===== src/uvt_pkg.sv =====
/*
 * constants, types and register map of the vbus srp timer with the
 * in-endpoint fifo-empty interrupt gating.
 * assumes one clock (pclk, which also serves as the usb clock) and apb access.
 */
//==============================================================
// What this block does
// - discharge phase always follows the pulse phase
// - discharge lasts 1024 times discharge count cycles
// - pulse lasts 1024 times 12-bit pulse count
// - discharge count resets to 17d7
// - pulse count resets to 05b8
// - fifo-empty flag raises endpoint bit only when enabled
// - enable bit n serves in endpoint n
// - one enables, zero blocks, enables reset zero
// - endpoint interrupt sets its bit in 3:0
package uvt_pkg;

    //==========================================================
    // clock and timing
    localparam int unsigned CLK_PERIOD_NS = 100;
    localparam int unsigned PRESCALE_DIV = 1024;
    localparam logic [9:0] PRESCALE_LAST = 10'(PRESCALE_DIV - 1);
    localparam int unsigned EP_MAX = 4;

    //==========================================================
    // register offsets (byte addresses)
    localparam logic [11:0] OFS_ALL_EP_IRQ = 12'h818;
    localparam logic [11:0] OFS_DISCHARGE = 12'h828;
    localparam logic [11:0] OFS_PULSE = 12'h82c;
    localparam logic [11:0] OFS_FE_IRQ_EN = 12'h834;
    localparam logic [11:0] OFS_SRP_CTRL = 12'h840;
    localparam logic [11:0] OFS_IRQ_STATUS = 12'h844;
    localparam logic [11:0] OFS_IRQ_MASK = 12'h848;

    //==========================================================
    // field positions and reset values
    localparam int unsigned DISCHARGE_W = 16;
    localparam int unsigned PULSE_W = 12;
    localparam logic [15:0] DISCHARGE_RESET = 16'h17d7;
    localparam logic [11:0] PULSE_RESET = 12'h5b8;
    localparam logic [3:0] FE_IRQ_EN_RESET = 4'h0;
    localparam int unsigned CTRL_START_BIT = 0;
    localparam int unsigned IRQ_SRP_DONE_BIT = 0;
    localparam int unsigned IRQ_EP_BIT = 1;
    localparam int unsigned IRQ_W = 2;

    //==========================================================
    // types
    typedef enum logic [2:0] {
        UVT_IDLE = 3'b001,
        UVT_PULSE = 3'b010,
        UVT_DISCHARGE = 3'b100
    } uvt_phase_t;

    typedef struct packed {
        logic [11:0] paddr;
        logic psel;
        logic penable;
        logic pwrite;
        logic [31:0] pwdata;
        logic [3:0] pstrb;
    } uvt_apb_req_t;

    typedef struct packed {
        logic [DISCHARGE_W-1:0] discharge_count;
        logic [PULSE_W-1:0] pulse_count;
        logic [EP_MAX-1:0] fe_irq_en;
        logic [EP_MAX-1:0] ep_bits;
        logic [IRQ_W-1:0] irq_status;
        logic [IRQ_W-1:0] irq_mask;
        uvt_phase_t phase;
        logic [9:0] prescale;
        logic [15:0] units_left;
        logic [31:0] rdata;
        logic slverr;
    } uvt_state_t;

endpackage


===== src/uvt_srp_timer.sv =====
/*
 * vbus srp pulse/discharge timer, in-endpoint fifo-empty interrupt gating,
 * sticky interrupt status with mask, apb4 slave answering without wait states.
 * assumes pclk is the usb clock and all inputs are synchronous to it.
 */
`timescale 1ns/10ps
`default_nettype none

module uvt_srp_timer
    import uvt_pkg::*;
#(
    parameter int unsigned EP_NUM = 4
) (
    input wire logic pclk,
    input wire logic presetn,
    input wire uvt_apb_req_t apb_req,
    output logic pready,
    output logic [31:0] prdata,
    output logic pslverr,
    input wire logic [EP_MAX-1:0] tx_fifo_empty_flag,
    input wire logic [EP_MAX-1:0] in_endpoint_irq_flags,
    output logic vbus_pulse_drive,
    output logic vbus_discharge_drive,
    output logic srp_busy,
    output logic [EP_MAX-1:0] in_endpoint_irq_bits,
    output logic irq
);

    //==========================================================
    // elaboration check
    generate
        if (EP_NUM < 1 || EP_NUM > EP_MAX) begin : g_bad_ep_num
            $error("uvt_srp_timer: EP_NUM must lie between 1 and 4");
        end
    endgenerate

    //==========================================================
    // address decode
    typedef enum logic [2:0] {
        SEL_NONE,
        SEL_ALL_EP,
        SEL_DIS,
        SEL_PLS,
        SEL_FE_EN,
        SEL_CTRL,
        SEL_STAT,
        SEL_MASK
    } uvt_sel_t;

    function automatic uvt_sel_t decode(input logic [11:0] addr);
        unique case (addr)
            OFS_ALL_EP_IRQ: decode = SEL_ALL_EP;
            OFS_DISCHARGE: decode = SEL_DIS;
            OFS_PULSE: decode = SEL_PLS;
            OFS_FE_IRQ_EN: decode = SEL_FE_EN;
            OFS_SRP_CTRL: decode = SEL_CTRL;
            OFS_IRQ_STATUS: decode = SEL_STAT;
            OFS_IRQ_MASK: decode = SEL_MASK;
            default: decode = SEL_NONE;
        endcase
    endfunction

    //==========================================================
    // endpoint mask: only implemented endpoints take part
    logic [EP_MAX-1:0] ep_present;

    generate
        for (genvar i = 0; i < EP_MAX; i++) begin : g_ep
            assign ep_present[i] = (i < EP_NUM);
        end
    endgenerate

    //==========================================================
    // state
    uvt_state_t r;
    uvt_state_t next_r;

    uvt_sel_t sel;
    logic setup_phase;
    logic access_phase;
    logic wr_ok;
    logic start_req;
    logic tick;
    logic phase_end;
    logic srp_done;
    logic ep_new;
    logic [IRQ_W-1:0] irq_events;
    logic [IRQ_W-1:0] irq_clear;
    logic [31:0] rd_value;

    assign sel = decode(apb_req.paddr);
    assign setup_phase = apb_req.psel && !apb_req.penable;
    assign access_phase = apb_req.psel && apb_req.penable;
    // partial-word writes are refused
    assign wr_ok = access_phase && apb_req.pwrite && (sel != SEL_NONE)
        && (apb_req.pstrb == 4'hf);
    assign start_req = wr_ok && (sel == SEL_CTRL) && apb_req.pwdata[CTRL_START_BIT];
    assign tick = (r.prescale == PRESCALE_LAST);
    // a zero count ends the phase at once; otherwise after count ticks
    assign phase_end = (r.units_left == 16'h0)
        || (tick && r.units_left == 16'h1);
    assign srp_done = (r.phase == UVT_DISCHARGE) && phase_end;

    //==========================================================
    // read mux, captured in the setup cycle
    always_comb begin
        rd_value = 32'h0;
        unique case (sel)
            SEL_ALL_EP: rd_value[EP_MAX-1:0] = r.ep_bits;
            SEL_DIS: rd_value[DISCHARGE_W-1:0] = r.discharge_count;
            SEL_PLS: rd_value[PULSE_W-1:0] = r.pulse_count;
            SEL_FE_EN: rd_value[EP_MAX-1:0] = r.fe_irq_en;
            SEL_CTRL: rd_value[3:0] = {r.phase, srp_busy};
            SEL_STAT: rd_value[IRQ_W-1:0] = r.irq_status;
            SEL_MASK: rd_value[IRQ_W-1:0] = r.irq_mask;
            SEL_NONE: rd_value = 32'h0;
        endcase
    end

    //==========================================================
    // next state
    always_comb begin
        next_r = r;
        irq_events = '0;
        irq_clear = '0;

        // fifo-empty flag passes only where its enable is one
        next_r.ep_bits = ((tx_fifo_empty_flag & r.fe_irq_en)
            | in_endpoint_irq_flags) & ep_present;
        ep_new = |(next_r.ep_bits & ~r.ep_bits);

        // apb slave
        if (setup_phase) begin
            next_r.rdata = rd_value;
            next_r.slverr = (sel == SEL_NONE)
                || (apb_req.pwrite && apb_req.pstrb != 4'hf);
        end
        if (wr_ok) begin
            unique case (sel)
                SEL_DIS: next_r.discharge_count = apb_req.pwdata[DISCHARGE_W-1:0];
                SEL_PLS: next_r.pulse_count = apb_req.pwdata[PULSE_W-1:0];
                SEL_FE_EN: next_r.fe_irq_en = apb_req.pwdata[EP_MAX-1:0] & ep_present;
                SEL_STAT: irq_clear = apb_req.pwdata[IRQ_W-1:0];
                SEL_MASK: next_r.irq_mask = apb_req.pwdata[IRQ_W-1:0];
                default: irq_clear = '0;
            endcase
        end

        // srp sequencer
        unique case (r.phase)
            UVT_IDLE: begin
                if (start_req) begin
                    next_r.phase = UVT_PULSE;
                    next_r.prescale = 10'h0;
                    next_r.units_left = {4'h0, r.pulse_count};
                end
            end
            UVT_PULSE: begin
                next_r.prescale = r.prescale + 10'h1;
                if (phase_end) begin
                    next_r.phase = UVT_DISCHARGE;
                    next_r.prescale = 10'h0;
                    next_r.units_left = r.discharge_count;
                end else if (tick) begin
                    next_r.units_left = r.units_left - 16'h1;
                end
            end
            UVT_DISCHARGE: begin
                next_r.prescale = r.prescale + 10'h1;
                if (phase_end) begin
                    next_r.phase = UVT_IDLE;
                    next_r.prescale = 10'h0;
                    next_r.units_left = 16'h0;
                end else if (tick) begin
                    next_r.units_left = r.units_left - 16'h1;
                end
            end
            default: begin
                next_r.phase = UVT_IDLE;
                next_r.prescale = 10'h0;
                next_r.units_left = 16'h0;
            end
        endcase

        // sticky status; a new event beats a clear in the same cycle
        irq_events[IRQ_SRP_DONE_BIT] = srp_done;
        irq_events[IRQ_EP_BIT] = ep_new;
        next_r.irq_status = (r.irq_status & ~irq_clear) | irq_events;
    end

    //==========================================================
    // registers
    always_ff @(posedge pclk or negedge presetn) begin
        if (!presetn) begin
            r.discharge_count <= DISCHARGE_RESET;
            r.pulse_count <= PULSE_RESET;
            r.fe_irq_en <= FE_IRQ_EN_RESET;
            r.ep_bits <= '0;
            r.irq_status <= '0;
            r.irq_mask <= '0;
            r.phase <= UVT_IDLE;
            r.prescale <= 10'h0;
            r.units_left <= 16'h0;
            r.rdata <= 32'h0;
            r.slverr <= 1'b0;
        end else begin
            r <= next_r;
        end
    end

    //==========================================================
    // outputs
    assign pready = access_phase;
    assign prdata = r.rdata;
    assign pslverr = access_phase && r.slverr;
    assign vbus_pulse_drive = (r.phase == UVT_PULSE);
    assign vbus_discharge_drive = (r.phase == UVT_DISCHARGE);
    assign srp_busy = (r.phase != UVT_IDLE);
    assign in_endpoint_irq_bits = r.ep_bits;
    assign irq = |(r.irq_status & r.irq_mask);

endmodule // uvt_srp_timer

`default_nettype wire


===== config.mk =====
export PLATFORM = sky130hd
export DESIGN_NAME = uvt_srp_timer
export DESIGN_NICKNAME = d
export VERILOG_FILES = /design/src/uvt_pkg.sv /design/src/uvt_srp_timer.sv
export SDC_FILE = /design/constraint.sdc
export NUM_CORES = 1
export LEC_CHECK = 0
export BUFFER_PORTS_ARGS = -buffer_cell sky130_fd_sc_hd__buf_2
export CORE_MARGIN = 2
export CORE_UTILIZATION = 55
export CTS_CLUSTER_DIAMETER = 150
export DETAILED_ROUTE_END_ITERATION = 8
export PLACE_DENSITY = 0.8
export SLEW_MARGIN = 5
export SYNTH_ARGS = -nofsm -noshare
export SYNTH_HDL_FRONTEND = slang
export SYNTH_SLANG_ARGS = --single-unit

===== constraint.sdc =====
create_clock -name pclk -period 2.8 [get_ports pclk]
set_input_delay 0.56 -clock pclk [delete_from_list [all_inputs] [get_ports pclk]]
set_output_delay 0.56 -clock pclk [all_outputs]
set_load 0.01 [all_outputs]

Yosys cells after proc, flatten, opt, wreduce, memory -nomap -nowiden:

Cells that the tools add are included.
Widths: inputs -> output; s select.

* memories kept: 0
* input bits: 61
* output and inout bits: 42
* ROM bits: 0
* register bits after elaboration: 86
* word-level logic and storage cells: 84
* memory bits (writable): 0
* latch bits: 0

* shifts and indexed selects: 0
* divide/modulo/power cells: 0
* reductions and logical operators: 24
* eq/ne operators: 25
* order comparisons: 0
* add/sub/neg operators: 2
* $mul: 0
* bitwise logic cells: 8
* multiplexer cells: 14

Operators with widths (number)
* $pmux 29 s3: 1
* $eq 12x12->1 const B: 7
* $mux 16: 3
* $mux 29: 1
* $mux 13: 2
* $pmux 3 s7: 1
* $eq 16x1->1 const B: 1
* $logic_not 16->1: 1
* $pmux 2 s8: 1
* $pmux 8 s2: 1
* $sub 16x1->16 const B: 1
* $eq 3x3->1 const B: 5
* $logic_and 1x1->1: 11
* $add 10x1->10 const B: 1
* $eq 10x10->1 const B: 1
* $pmux 2 s5: 1
* $eq 3x2->1 const B: 3
* $and 4x4->4: 2
* $reduce_and 2->1: 4
* $eq 3x1->1 const B: 2
* $and 2x2->2: 2
* $eq 4x4->1 const B: 1
* $mux 2: 2
* $mux 4: 1
* other kinds (15): 17

Depth between registers and ports, before layout:

* word-level depth: 9
* depth in mapped cells: 10
* mapped depth without buffers: 8

Worst setup path before layout:

Ideal clock, no wire load.

* path type: input port to flip-flop
* start point: input apb_req[40] in the netlist's numbering
* end point: register r[100] in the netlist's numbering
* data required time: 2.675 ns
* arrival: 1.973 ns
* stages: 6
* path slack: 0.701 ns
* path through: nor3_1 -> nand3b_4 -> nor3_4 -> nand2_2 -> buf_6 -> mux2_4

* word-level cells in the longest chain between the ends: 6
* elaborated cells between the ends (all ways): 13

Ends and longest elaborated chain
* start: declaration: line uvt_srp_timer.sv:16 `input wire uvt_apb_req_t apb_req,`
* $eq 12x12->1: line uvt_srp_timer.sv:51 `unique case (addr)`
* $pmux 3 s7 (*): line uvt_srp_timer.sv:51
* $reduce_bool 3->1: line uvt_srp_timer.sv:95 `assign wr_ok = access_phase && apb_req.pwrite && (sel != SEL_NONE)`
* $logic_and 1x1->1: line uvt_srp_timer.sv:95
* $logic_and 1x1->1: line uvt_srp_timer.sv:96 `&& (apb_req.pstrb == 4'hf);`
* $reduce_and 2->1 (no source line) (*)
* end signal: assignment: line uvt_srp_timer.sv:207 `r <= next_r;`
* end: declaration: line uvt_srp_timer.sv:75 `uvt_state_t r;`

Mark *: on every way between the ends. The rest lies on a longest branch, timed or not.
A chain may end at the register's enable or synchronous reset.

Worst setup path after layout:

* start point: register r[41] in the netlist's numbering
* end point: register r[37] in the netlist's numbering

* word-level cells in the longest chain between the ends: 5
* elaborated cells between the ends (all ways): 7

Ends and longest elaborated chain
* $eq 16x1->1: line uvt_srp_timer.sv:101 `|| (tick && r.units_left == 16'h1);`
* $logic_and 1x1->1: line uvt_srp_timer.sv:101
* $logic_or 1x1->1 (*): line uvt_srp_timer.sv:101
* $mux 16, on equally long branches: line uvt_srp_timer.sv:170, uvt_srp_timer.sv:160
* $pmux 29 s3 (*): line uvt_srp_timer.sv:150 `unique case (r.phase)`

Marked as above.

==> metrics <==
Fmax achieved 0.409 GHz; CTS Buf Count 9; Synth cell types 66; Sw Ratio 25.6%; routed len/inst 17.5 um; share of the synthesized area in the top cell type 35.1%; share of layout cells above drive strength 1 32.0%; clk buf depth 2; crit share post-route 87.3%; Slew Limit Fails 0; Worst VDD drop 268 uV; max-cap violation count 0; Internal 0.00175 W; ys async rst share 100%; H-Tree Depth 3; Final setup viols 0; Starting Density 56.4%; die height 98.6 um; pin count of the biggest net entering global routing 53; Worst EP arrival 2660 ps; CP Launch Type register; DRC 0; largest cells by area after synthesis dfrtp_1, dfstp_2, buf_4, mux2_2, o21ai_0; GPL Wtd Cong 0.911; Nets 598; final worst slack 355 ps; slew margin rel. 37.3%; Post-Synthesis Cells 481; final hold vios 0; Root Driver clkbuf_8; Antenna Nets Post-Route 0; post-route minimum period 2440 ps; most frequent cells in the layout dfrtp_1, buf_2, nand2_1, nor2_1, o21ai_0; outcome finished, final reports clean; clock transition at the registers of the reported paths 90 ps; Post-CTS Resized 0; GRT Util Overall 24.4%; Synth Cell Area 0.00492 mm2; routed vias 3891; switching power 0.000602 W; leakage power 2.50 nW; Worst EP required 3020 ps; Ports 103; initial antenna violation count 0; worst skew pair latency 360 ps; die extent in x 98.6 um; Synth Area per Inst 10.2 um2; crit end category register; Post-CTS Hold Fix Bufs 0; hpwl dp 8370 um; gr ovfl total 0; Setup Skew 9.38 ps; Filler cells 737; Iter 0 DRT Violations 208; vias in the first global route 3850; Post-synth EDFFs 0; Routed WL 11300 um; RSZ-0062 raised after global routing no; Ys Warns 0; Ant. Diodes 0; vias per cell 6.02; Max FO, Critical Path 11; Post-CTS Setup Bufs 0; Synth Register Bits 86; Most used DFF post-synth dfrtp_1; largest area contributor in the netlist dfrtp_1; Core ar. 0.00872 mm2; Seq/Total Area, Yosys 44.2%; Layout area overhead 9.51%; total die area 0.00972 mm2; CTS tree yes; CP Class reg -> reg; Clk pwr share 37.6%; DR pass1 iterations 5; register share of total power 54.3%; pre-CTS setup slack 361 ps; pwr/cell area 436 mW/mm2; Setup TNS Final 0 ps; worst slew pin tran 940 ps; worst min path class in -> async; IO Port Bufs 70; first-pass GRT wire length 19100 um; Gate power share 8.1%; TritonCTS Sinks 86; cell row count 34
## cell usage after synthesis, types with 3 or more instances
cell      count
dfrtp_1      69
nand2_1      41
buf_4        39
nor2_1       37
o21ai_0      34
mux2_2       26
dfstp_2      17
nand3_1      15
inv_1        11
nand2b_1     11
a21oi_1      10
a221oi_1     10
a22o_1       10
a22oi_1      10
mux2_4       10
o21ai_1       9
and3_1        8
clkbuf_1      7
nor2b_1       7
nor3_1        7
o31ai_1       6
a31oi_1       5
buf_2         5
a21o_1        4
and2_1        4
buf_6         4
nand4_1       4
nor3b_1       4
nor4_1        4
a221oi_2      3
and4_1        3
ha_1          3
nor4_2        3
o211ai_1      3
## path summary, 6_finish.rpt
kind	slack, ps	from	endpoint	cells after the start
worst min register to register	470	prdata[13]$_DFFE_PN0P_	prdata[13]$_DFFE_PN0P_	2
worst max register to register	360	r[41]$_DFFE_PN0P_	r[37]$_DFFE_PN0P_	7
worst min-delay path	220	presetn	prdata[6]$_DFFE_PN0P_	1
worst max-delay path	360	r[41]$_DFFE_PN0P_	r[37]$_DFFE_PN0P_	7
max in group asynchronous	1890	presetn	r[81]$_DFFE_PN1P_	2
min in group pclk	400	in_endpoint_irq_flags[0]	in_endpoint_irq_bits[0]$_DFF_PN0_	2
## through the flow
stage | cell area (um2) | total power [W] | hold WS [ps] | utilization (%) | instances
after floorplan | 4980 | 0.00143 | 264 | - | 496
after global placement | 5200 | 0.00148 | 445 | 59.6 | 631
after detailed placement | 5200 | 0.00149 | 451 | 59.6 | 631
after CTS | 5390 | 0.00237 | 251 | 61.8 | 646
after global routing | 5390 | 0.00244 | 273 | 61.8 | 646
final | 5390 | 0.00235 | 224 | 61.8 | 646
## sequential cells by signal, indices dropped and copies added (netlist names)
name and flops:
r 66, prdata 16, in_endpoint_irq_bits 4
## area by class of cell
type,count,area [um2],share of cell area (%)
Sequential cell,86,2170,40.3
Timing Repair Buffer,83,475,8.82
Clock inverter,6,68.8,1.28
Inverter,11,41.3,0.766
Multi-Input combinational cell,343,2370,44.0
Tap cell,108,135,2.51
Clock buffer,9,124,2.30
## layer usage
layer  global-route usage [%]  share of wire, %  up-vias
li1                         -                 -     1828
met1                     31.5                42     1899
met2                     41.2                50      138
met3                     5.04               5.4       26
met4                     8.43               2.5        0
met5                        0                 0        -
## power by group through the flow
stage               combinational, W  sequential (W)  clock (W)
CTS                         0.000191         0.00128   0.000901
detailed placement          0.000191         0.00130          0
floorplan                   0.000129         0.00130          0
global route                0.000212         0.00128   0.000949
finish                      0.000190         0.00128   0.000885
global placement            0.000185         0.00130          0
## logic make-up (layout without fill, tap and decap cells)
logic type                 after synthesis  in the layout  synth area share (%)
DFF                                     86             86                  44.2
buffers and inverters                   67            109                  8.90
AOI/OAI and AO/OA                      124            124                  18.3
adders and majority gates                3              3                 0.763
xor gates and xnor gates                 2              2                 0.356
and+or+nand+nor                        162            162                  18.5
muxes                                   36             36                  9.00
other                                    1             16                0.0762
## worst max-delay path, cell delays in order (launching register included)
cell	delay, ps
dfrtp_1	490
nor4_2	360
nand2_1	260
o31ai_4	530
buf_4	230
nor4_1	60
a221oi_1	250
o21ai_0	120
(Power assumes the default switching activity.)
